==> src/core/pmsd_defs.svh <==
// Constants for the paged memory space decoder: address windows, control
// window offsets, space mapping bit positions and reset values.
// Assumes a 16-bit host address and an 8-bit host data bus.
`ifndef PMSD_DEFS_SVH
`define PMSD_DEFS_SVH

// Address windows of the decode equations.
`define PMSD_MAIN_COMMON_BASE 16'h4000
`define PMSD_PAGED_LOW_BASE 16'h8000
`define PMSD_PAGED_HIGH_BASE 16'hC000
`define PMSD_MAIN_SPAN 16'h3FFF
`define PMSD_BOOT_BASE 16'h0000
`define PMSD_BOOT_STEP 16'h2000
`define PMSD_BOOT_SPAN 16'h1FFF
`define PMSD_SRAM_BASE 16'h2000
`define PMSD_SRAM_SPAN 16'h07FF
`define PMSD_CTRL_BASE 16'h2800
`define PMSD_CTRL_SPAN 16'h00FF

// Offsets inside the control register window.
`define PMSD_OFF_PAGE 8'h00
`define PMSD_OFF_SPACE 8'h01
`define PMSD_OFF_STATUS 8'h02
`define PMSD_OFF_MC_LO 8'h10
`define PMSD_OFF_MC_HI 8'h11
`define PMSD_OFF_IL0 8'h18
`define PMSD_OFF_IL1 8'h19
`define PMSD_OFF_IL2 8'h1A

// Space mapping register bits.
`define PMSD_MAP_MAIN_PROG 0
`define PMSD_MAP_MAIN_DATA 1
`define PMSD_MAP_BOOT_PROG 2
`define PMSD_MAP_BOOT_DATA 3

// Reset values.
`define PMSD_MAP_RESET 4'h0
`define PMSD_PAGE_RESET 2'h0

`endif

==> src/core/pmsd_pkg.sv <==
// Types shared by the paged memory space decoder.
// Assumes pmsd_defs.svh is on the include path.
package pmsd_pkg;

  // Start-up sequence: the space mapping loads once after reset.
  typedef enum logic [1:0] {
    PMSD_PHASE_INIT = 2'h0,
    PMSD_PHASE_RUN = 2'h1
  } pmsd_state_t;

  // Complete registered state of the decoder.
  typedef struct packed {
    pmsd_state_t phase;
    logic [1:0] page;
    logic [3:0] space_map;
    logic [15:0] mc;
    logic [23:0] il;
    logic wr_n_prev;
    logic [7:0] main_sel;
    logic [3:0] boot_sel;
    logic sram_sel;
    logic ctrl_sel;
    logic [7:0] rdata;
    logic jtag_grant;
    logic [15:0] gpl_addr;
    logic [7:0] gpl_data;
    logic [2:0] gpl_ctrl;
  } pmsd_regs_t;

endpackage

==> src/core/pmsd_decoder.sv <==
// Paged memory space decoder: sector selects, control window, logic block
// access, security gating of the programming port.
// Assumes host strobes and address are synchronous to core_clk.
`timescale 1ns/10ps
`include "pmsd_defs.svh"

// Operation
// - Eight main flash sectors, each its own select.
// - Four boot sectors, each selected individually.
// - One SRAM select, one control window select.
// - Memory arrays are selected one at a time, never concurrently.
// - Sector selected only on matching address.
// - Page register joins address in decoding.
// - Space mapping places flash in program/data.
// - Space mapping loads nonvolatile value after reset.
// - Host may rewrite space mapping at runtime.
// - Program and data are separate 64K spaces.
// - 16 macrocells, 24 latches host accessible.
// - Host bus signals routed to programmable logic.
// - Security refuses external programmer access.
// - Boundary-scan programs all areas without host; here it only raises jtag_grant, with no programming path.
// - SRAM and control window only in data.
// - Two page bits reach the decode.
module pmsd_decoder (
  input wire logic core_clk,
  input wire logic reset,
  input wire logic [15:0] host_addr,
  input wire logic [7:0] host_wdata,
  input wire logic rd_n,
  input wire logic wr_n,
  input wire logic psen_n,
  input wire logic [3:0] nv_space_init,
  input wire logic [23:0] latch_in,
  input wire logic security_set,
  input wire logic jtag_req,
  output logic [7:0] main_flash_sector_select,
  output logic [3:0] boot_sector_select,
  output logic sram_select,
  output logic ctrl_select,
  output logic [7:0] host_rdata,
  output logic [15:0] macrocell_out,
  output logic [15:0] gpl_addr,
  output logic [7:0] gpl_data,
  output logic [2:0] gpl_ctrl,
  output logic [3:0] space_mapping_register,
  output logic jtag_grant
);

  pmsd_pkg::pmsd_regs_t r;
  pmsd_pkg::pmsd_regs_t next_r;

  // Inclusive window test shared by every decode equation.
  function automatic logic in_win(input logic [15:0] a, input logic [15:0] base,
                                  input logic [15:0] span);
    in_win = (a >= base) && (a <= 16'(base + span));
  endfunction

  logic prog_cyc;
  logic data_cyc;
  logic wr_cyc;
  logic main_ok;
  logic boot_ok;
  logic [7:0] main_hit;
  logic [3:0] boot_hit;
  logic sram_hit;
  logic ctrl_hit;
  logic wr_edge;
  logic [7:0] off;

  // Space qualifiers: a fetch lives in program space, reads and writes in data.
  assign prog_cyc = !psen_n;
  assign data_cyc = psen_n && (!rd_n || !wr_n);
  assign wr_cyc = psen_n && !wr_n;
  assign off = host_addr[7:0];
  assign wr_edge = wr_cyc && r.wr_n_prev;

  // Mapping gate per memory; writes only reach what sits in data space.
  always_comb begin
    main_ok = (prog_cyc && r.space_map[`PMSD_MAP_MAIN_PROG] && rd_n && wr_n)
      || (data_cyc && r.space_map[`PMSD_MAP_MAIN_DATA]);
    boot_ok = (prog_cyc && r.space_map[`PMSD_MAP_BOOT_PROG] && rd_n && wr_n)
      || (data_cyc && r.space_map[`PMSD_MAP_BOOT_DATA]);
  end

  // Decode equations; the page bits split the upper windows into banks.
  always_comb begin
    main_hit = 8'h00;
    main_hit[0] = in_win(host_addr, `PMSD_PAGED_LOW_BASE, `PMSD_MAIN_SPAN) && r.page == 2'h3;
    main_hit[1] = in_win(host_addr, `PMSD_MAIN_COMMON_BASE, `PMSD_MAIN_SPAN);
    for (int i = 1; i < 4; i++) begin
      main_hit[2*i] = in_win(host_addr, `PMSD_PAGED_LOW_BASE, `PMSD_MAIN_SPAN)
        && r.page == 2'(i - 1);
      main_hit[2*i+1] = in_win(host_addr, `PMSD_PAGED_HIGH_BASE, `PMSD_MAIN_SPAN)
        && r.page == 2'(i - 1);
    end
    for (int j = 0; j < 4; j++) begin
      boot_hit[j] = in_win(host_addr, 16'(`PMSD_BOOT_BASE + j * `PMSD_BOOT_STEP),
        `PMSD_BOOT_SPAN);
    end
    sram_hit = data_cyc && in_win(host_addr, `PMSD_SRAM_BASE, `PMSD_SRAM_SPAN);
    ctrl_hit = data_cyc && in_win(host_addr, `PMSD_CTRL_BASE, `PMSD_CTRL_SPAN);
  end

  // Next state: selects with fixed priority, control window, start-up load.
  always_comb begin
    next_r = r;
    next_r.wr_n_prev = !wr_cyc;
    // Priority ctrl > SRAM > boot > main keeps one select alive when maps overlap.
    next_r.ctrl_sel = ctrl_hit;
    next_r.sram_sel = sram_hit && !ctrl_hit;
    next_r.boot_sel = (boot_ok && !sram_hit && !ctrl_hit) ? boot_hit : 4'h0;
    next_r.main_sel = (main_ok && !sram_hit && !ctrl_hit && boot_hit == 4'h0
                       || main_ok && !boot_ok && !sram_hit && !ctrl_hit)
                      ? main_hit : 8'h00;
    // Each array has its own select, yet the priority above keeps at most one active.
    next_r.il = latch_in;
    // The latches follow their pins unless the host has just written one.
    if (r.phase == pmsd_pkg::PMSD_PHASE_INIT) begin
      next_r.space_map = nv_space_init;
      next_r.phase = pmsd_pkg::PMSD_PHASE_RUN;
    end else if (ctrl_hit && wr_edge) begin
      unique case (off)
        `PMSD_OFF_PAGE: next_r.page = host_wdata[1:0];
        `PMSD_OFF_SPACE: next_r.space_map = host_wdata[3:0];
        `PMSD_OFF_MC_LO: next_r.mc[7:0] = host_wdata;
        `PMSD_OFF_MC_HI: next_r.mc[15:8] = host_wdata;
        `PMSD_OFF_IL0: next_r.il[7:0] = host_wdata;
        `PMSD_OFF_IL1: next_r.il[15:8] = host_wdata;
        `PMSD_OFF_IL2: next_r.il[23:16] = host_wdata;
        default: next_r.phase = r.phase;
      endcase
    end
    // Reads of the window return the block's own state; others read zero.
    next_r.rdata = 8'h00;
    if (ctrl_hit && !rd_n) begin
      unique case (off)
        `PMSD_OFF_PAGE: next_r.rdata = {6'h00, r.page};
        `PMSD_OFF_SPACE: next_r.rdata = {4'h0, r.space_map};
        `PMSD_OFF_STATUS: next_r.rdata = {6'h00, r.jtag_grant, security_set};
        `PMSD_OFF_MC_LO: next_r.rdata = r.mc[7:0];
        `PMSD_OFF_MC_HI: next_r.rdata = r.mc[15:8];
        `PMSD_OFF_IL0: next_r.rdata = r.il[7:0];
        `PMSD_OFF_IL1: next_r.rdata = r.il[15:8];
        `PMSD_OFF_IL2: next_r.rdata = r.il[23:16];
        default: next_r.rdata = 8'h00;
      endcase
    end
    // Bus mirror for the programmable logic.
    next_r.gpl_addr = host_addr;
    next_r.gpl_data = host_wdata;
    next_r.gpl_ctrl = {psen_n, wr_n, rd_n};
    // The boundary-scan port needs no host and no loaded map, only no lock.
    next_r.jtag_grant = jtag_req && !security_set;
  end

  // One register stage holds the whole state; reset gives constants only.
  always_ff @(posedge core_clk or posedge reset) begin
    if (reset) begin
      r <= '0;
      r.phase <= pmsd_pkg::PMSD_PHASE_INIT;
      r.space_map <= `PMSD_MAP_RESET;
      r.page <= `PMSD_PAGE_RESET;
      r.wr_n_prev <= 1'b1;
      r.gpl_ctrl <= 3'h7;
    end else begin
      r <= next_r;
    end
  end

  // Outputs straight from the state flops.
  assign main_flash_sector_select = r.main_sel;
  assign boot_sector_select = r.boot_sel;
  assign sram_select = r.sram_sel;
  assign ctrl_select = r.ctrl_sel;
  assign host_rdata = r.rdata;
  assign macrocell_out = r.mc;
  assign gpl_addr = r.gpl_addr;
  assign gpl_data = r.gpl_data;
  assign gpl_ctrl = r.gpl_ctrl;
  assign space_mapping_register = r.space_map;
  assign jtag_grant = r.jtag_grant;
endmodule

==> config.mk <==
export PLATFORM = sky130hd
export DESIGN_NAME = pmsd_decoder
export DESIGN_NICKNAME = d
export VERILOG_FILES = /design/src/core/pmsd_pkg.sv /design/src/core/pmsd_decoder.sv
export VERILOG_INCLUDE_DIRS = /design/src /design/src/core
export SDC_FILE = /design/constraint.sdc
export NUM_CORES = 1
export LEC_CHECK = 0
export ABC_AREA = 0
export BUFFER_PORTS_ARGS = -buffer_cell sky130_fd_sc_hd__buf_2
export CAP_MARGIN = 0
export CORE_MARGIN = 2
export CORE_UTILIZATION = 56
export DETAILED_ROUTE_END_ITERATION = 10
export PLACE_DENSITY = 0.85
export REMOVE_ABC_BUFFERS = 1
export SLEW_MARGIN = 20
export SYNTH_ARGS = -nofsm -noshare
export SYNTH_HDL_FRONTEND = slang
export SYNTH_SLANG_ARGS = --single-unit
==> constraint.sdc <==
create_clock -name core_clk -period 7.6 [get_ports core_clk]
set_input_delay 0.76 -clock core_clk [delete_from_list [all_inputs] [get_ports core_clk]]
set_output_delay 0.76 -clock core_clk [all_outputs]
set_load 0.02 [all_outputs]
# After elaboration in Yosys (flattened, before gate mapping)
# Index checks and enable logic that the tools add are counted.
# classes
n_bitwise,1
n_reduce_logical,63
mul,0
n_shift,0
n_addsub,0
n_eq_ne,10
n_div,0
order_cmp,15
n_mux,14
# op_table
operator,n
$pmux W8 S8,1
$mux W8,7
$le A16 B14 Y1 const B,3
$mux W44,1
$logic_and A1 B1 Y1,41
$eq A8 B5 Y1 const B,5
$ge A16 B14 Y1 const B,2
$ge A16 B15 Y1 const B,2
$ge A16 B16 Y1 const B,2
$le A16 B15 Y1 const B,2
$le A16 B16 Y1 const B,2
$mux W24,1
$ge A16 B1 Y1 const B,1
$le A16 B13 Y1 const B,1
$mux W4,3
$reduce_and A3 Y1,3
$eq A8 B1 Y1 const B,1
$eq A8 B2 Y1 const B,1
$logic_not A1 Y1,8
$logic_not A8 Y1,1
$eq A2 B2 Y1 const B,2
$logic_not A2 Y1,2
$logic_not A4 Y1,1
$logic_or A1 B1 Y1,4
other kinds (5),6
# totals
ramBits,0
ff_bits,99
out_inout_bits,70
romBits,0
n_memories,0
word_cells,119
latch_bits,0

# Logic depth before layout (Yosys ltp)
# depth
word_depth,11
depth_mapped,6
ltp_nobuf,4

# Worst setup path after synthesis
# No wires, ideal clock.
# synth_path
path_kind,input to register
start,input wr_n
end,register r[67] in the netlist's numbering
stages,5
setup_slack_ps,5183
arrival_ps,2292
path_buffers,1
setup_ps,125
cell_sequence,and2b_1 -> nand4_2 -> buf_6 -> nor4_4 -> mux2_2
# synth_rtl
item,line_no,source
from (decl),pmsd_decoder.sv:30,"input wire logic wr_n,"
to (signal assigned),pmsd_decoder.sv:166,r <= next_r;
to (decl),pmsd_decoder.sv:49,pmsd_pkg::pmsd_regs_t r;

# Worst setup path after layout
# layout_path
start,input host_addr[0]
end,register r (netlist bit macrocell_out[12])
# layout_via
elab_chain_len,5
elab_cells_between_ends,7
# layout_rtl
item,line_no,source
from (decl),pmsd_decoder.sv:27,"input wire logic [15:0] host_addr,"
$ge A16 B14 Y1 or $le A16 B14 Y1 (tied branches),pmsd_decoder.sv:55,in_win = (a >= base) && (a <= 16'(base + span));
$logic_and A1 B1 Y1,pmsd_decoder.sv:55,
$logic_and A1 B1 Y1,pmsd_decoder.sv:101,"ctrl_hit = data_cyc && in_win(host_addr, `PMSD_CTRL_BASE, `PMSD_CTRL_SPAN);"
$logic_and A1 B1 Y1,pmsd_decoder.sv:121,end else if (ctrl_hit && wr_edge) begin
$reduce_and A3 Y1 (no source line) (*),-,
# Every way passes the cells marked *; elsewhere a longest branch is shown, timed or not.
# A chain may end at the register's enable or synchronous reset.

==> results by group <==
Yosys
  – Main synth FF type: dfrtp_1
  – Synth Cell Area: about 4600 µm²
  – Post-synth top area share: 0.516
  – Synth Area in Simple Gates: 0.147
  – Largest family of logic cells by synthesized area: simple AND/OR/NAND/NOR gates
  – Mux contribution to synthesized area: 0.127
  – Register area share after synthesis: 0.539
  – Synth Area per Inst: between 10 and 15 µm²
  – Post-Synth XOR/XNOR Area: 0
  – Yosys reg bits: a little under 100
  – Post-synth top area cell: dfrtp_1
  – Adder-Cell Fraction of Synth Area: 0
  – Cell variety after synth: 50
  – Yosys warnings: 0
  – Compound-gate portion of the synthesized area: 0.0615
  – Number of flops mapped to enable cells by yosys: 0
  – Async set-reset flop share out of synthesis: 1.00
  – Synth area leaders: dfrtp_1, mux2_2, buf_4, dfstp_2, nor4b_4
  – Cells after Synth: between 300 and 400

Clock network
  – CTS max path bufs: 2
  – CTS buffer count: 9
  – Clock-pin slew on the worst setup and hold paths: roughly 0.10 ns
  – Post-CTS setup repair buffer count: 0
  – Root Driver: clkbuf_8
  – Clock Latency Late Sink: about 0.36 ns
  – CTS Hold Bufs: 0
  – H-tree levels: 3
  – Post-CTS resize count: 0
  – CTS tree: done
  – CTS sink cnt: 98

STA
  – Setup_tns: 0 ns
  – Worst slew pin tran: slightly below 0.9 ns
  – Worst clock skew: 0.0149 ns
  – Final hold vios: 0
  – Final hold slack: approximately 0.39 ns
  – Final slew viol count: 0
  – Period utilization: 0.387
  – Relative slew slack: 0.399
  – F_max: ~0.34 GHz
  – Count of final setup violators: 0
  – RSZ-0062 raised after global routing: false
  – Setup WS post-layout: approximately 4.7 ns
  – Minimum clock period: roughly 3 ns

Setup path
  – Critical path's top delay family: simple AND/OR/NAND/NOR gates
  – Crit-path cells: buf_2 > nor2b_1 > nand2_1 > nor4b_4 > mux2_2
  – Crit-path slowest cell: nor2b_1
  – Critical path's largest stage delay: roughly 0.73 ns
  – Critical path buffers and inverters: 1
  – Reg2reg setup slack: 5.28 ns
  – CP arrival: around 3.2 ns
  – WS Path Type: in2reg
  – Crit start category: input pin
  – Crit path max fanout: 16
  – Kind of end point of the critical path: flip-flop
  – WP data required: a little under 8 ns

GRT
  – Vias in the first global route: 3128
  – Initial antenna violation count: 0
  – Largest net degree at the start of global routing: between 60 and 70
  – Grt ovf: 0
  – GRT Total Usage: 0.229
  – First-pass GRT wire length: between 15000 and 20000 µm

Cells and area
  – Final #Nets: 490
  – FILL cells: roughly 620
  – Most common cell after layout, fill and taps aside: buf_2
  – Most frequent cells in the layout: buf_2, dfrtp_1, mux2_2
  – Area of the multi-input gates: ~1500 µm²
  – Fin area: a little under 5000 µm²
  – Area growth from synthesis to layout: 8.89%
  – Reg area: 2460 µm²
  – Antenna cells: 0
  – Final core occ: 0.636
  – Share of layout cells above drive strength 1: 0.479

Status
  – Status: finished, final reports clean

Floorplan
  – Die area: between 8000 and 9000 µm²
  – Die Wd: about 94 µm
  – IO Pins: approximately 130
  – Starting density of the core: 0.584
  – Die Y: roughly 94 µm
  – Row cnt: 32
  – Core area: between 7000 and 8000 µm²

Routing
  – Final ANT Viol Nets: 0
  – Pre-Repair DR Iteration Count: 5
  – Routed WL: just under 10000 µm
  – WL per Instance: ~18 µm
  – Routed vias: between 3k and 4k
  – Number of vias per cell: between 5 and 6
  – # DRC: 0
  – Initial DRC Count: between 200 and 300

Run
  – Max Cap Violations: 0

Pwr
  – PD cells: 189 nW/µm²
  – Static leakage: 2.41 nW
  – IR drop worst, VDD: just over 0.08 mV

Placement
  – PortBufs: between 100 and 150
  – Placed Instance Area: roughly 4800 µm²
  – Post-place setup slack: between 4 and 5 ns
  – Placer Congestion: ~0.9
  – Post-DP HPWL: 6860 µm

Min path
  – Min-Delay Path Class: in2async
-- registers in the layout, summed over array words and instances, names as in the netlist --
signal,cells
gpl_addr,16
space_mapping_register,4
gpl_ctrl,3
r,28
boot_sector_select,4
sram_select,1
jtag_grant,1
host_rdata,8
ctrl_select,1
gpl_data,8
macrocell_out,16
main_flash_sector_select,8
-- per-stage QoR --
step,power (mW),cells
finish,0.939,538
global placement,0.650,522
CTS,0.946,538
global route,0.976,538
floorplan,0.604,291
detailed placement,0.654,522
-- cells by family (layout without fill, tap and decap cells) --
family                 count (synthesis)  after routing
AO/OA/AOI/OAI                         41             41
buffers and inverters                 82            149
flip-flops                            98             98
multiplexers                          52             52
other                                  1              1
AND/OR/NAND/NOR                       95             95
-- layout make-up --
cell class / count / area share
Inverter: 4 / 0.00353
Timing Repair Buffer: 129 / 0.131
Clock inverter: 6 / 0.00882
Clock buffer: 10 / 0.0257
Multi-Input combinational cell: 189 / 0.311
Sequential cell: 98 / 0.495
Tap cell: 102 / 0.0257
-- cells in the mapped netlist, types with 5 or more instances --
cell type / instances
a21oi_1: 6
nor2_1: 15
nand2_1: 13
nand4_1: 7
nand3_1: 6
nor2b_1: 5
clkbuf_1: 7
dfrtp_1: 94
a31oi_1: 6
mux2_2: 48
o21ai_0: 8
a32oi_1: 6
buf_4: 67
nand3b_1: 5
nor3_1: 9
-- path summary, 6_finish.rpt --
kind / startpoint / end / cells after the start
worst min-delay path: reset / boot_sector_select[2] / 2
min in group core_clk: psen_n / gpl_ctrl[2] / 1
worst max-delay path: host_addr[0] / macrocell_out[12] / 5
worst min register to register: macrocell_out[0] / macrocell_out[0] / 1
worst max register to register: r[50] / r[56] / 3
max in group asynchronous: reset / space_mapping_register[3] / 3
-- worst reg2reg max path, stage by stage (launching register included) --
cell and delay, ns:
dfstp_2 0.53, nand4_2 0.42, nor4_4 0.84, mux2_2 0.42
-- where the power goes --
group          switching (mW)  total (mW)  internal (mW)
registers             0.00732       0.546          0.539
logic                  0.0624      0.0979         0.0356
clock network           0.175       0.294          0.120
-- metal layers --
metal / global-route usage / up-vias / share of wire
met4: 0.107 / 0 / 0.029
met5: 0 / - / 0
met3: 0.0457 / 24 / 0.067
met1: 0.290 / 1503 / 0.41
li1: - / 1365 / -
met2: 0.378 / 151 / 0.50
Power figures use the tool's default switching activity.
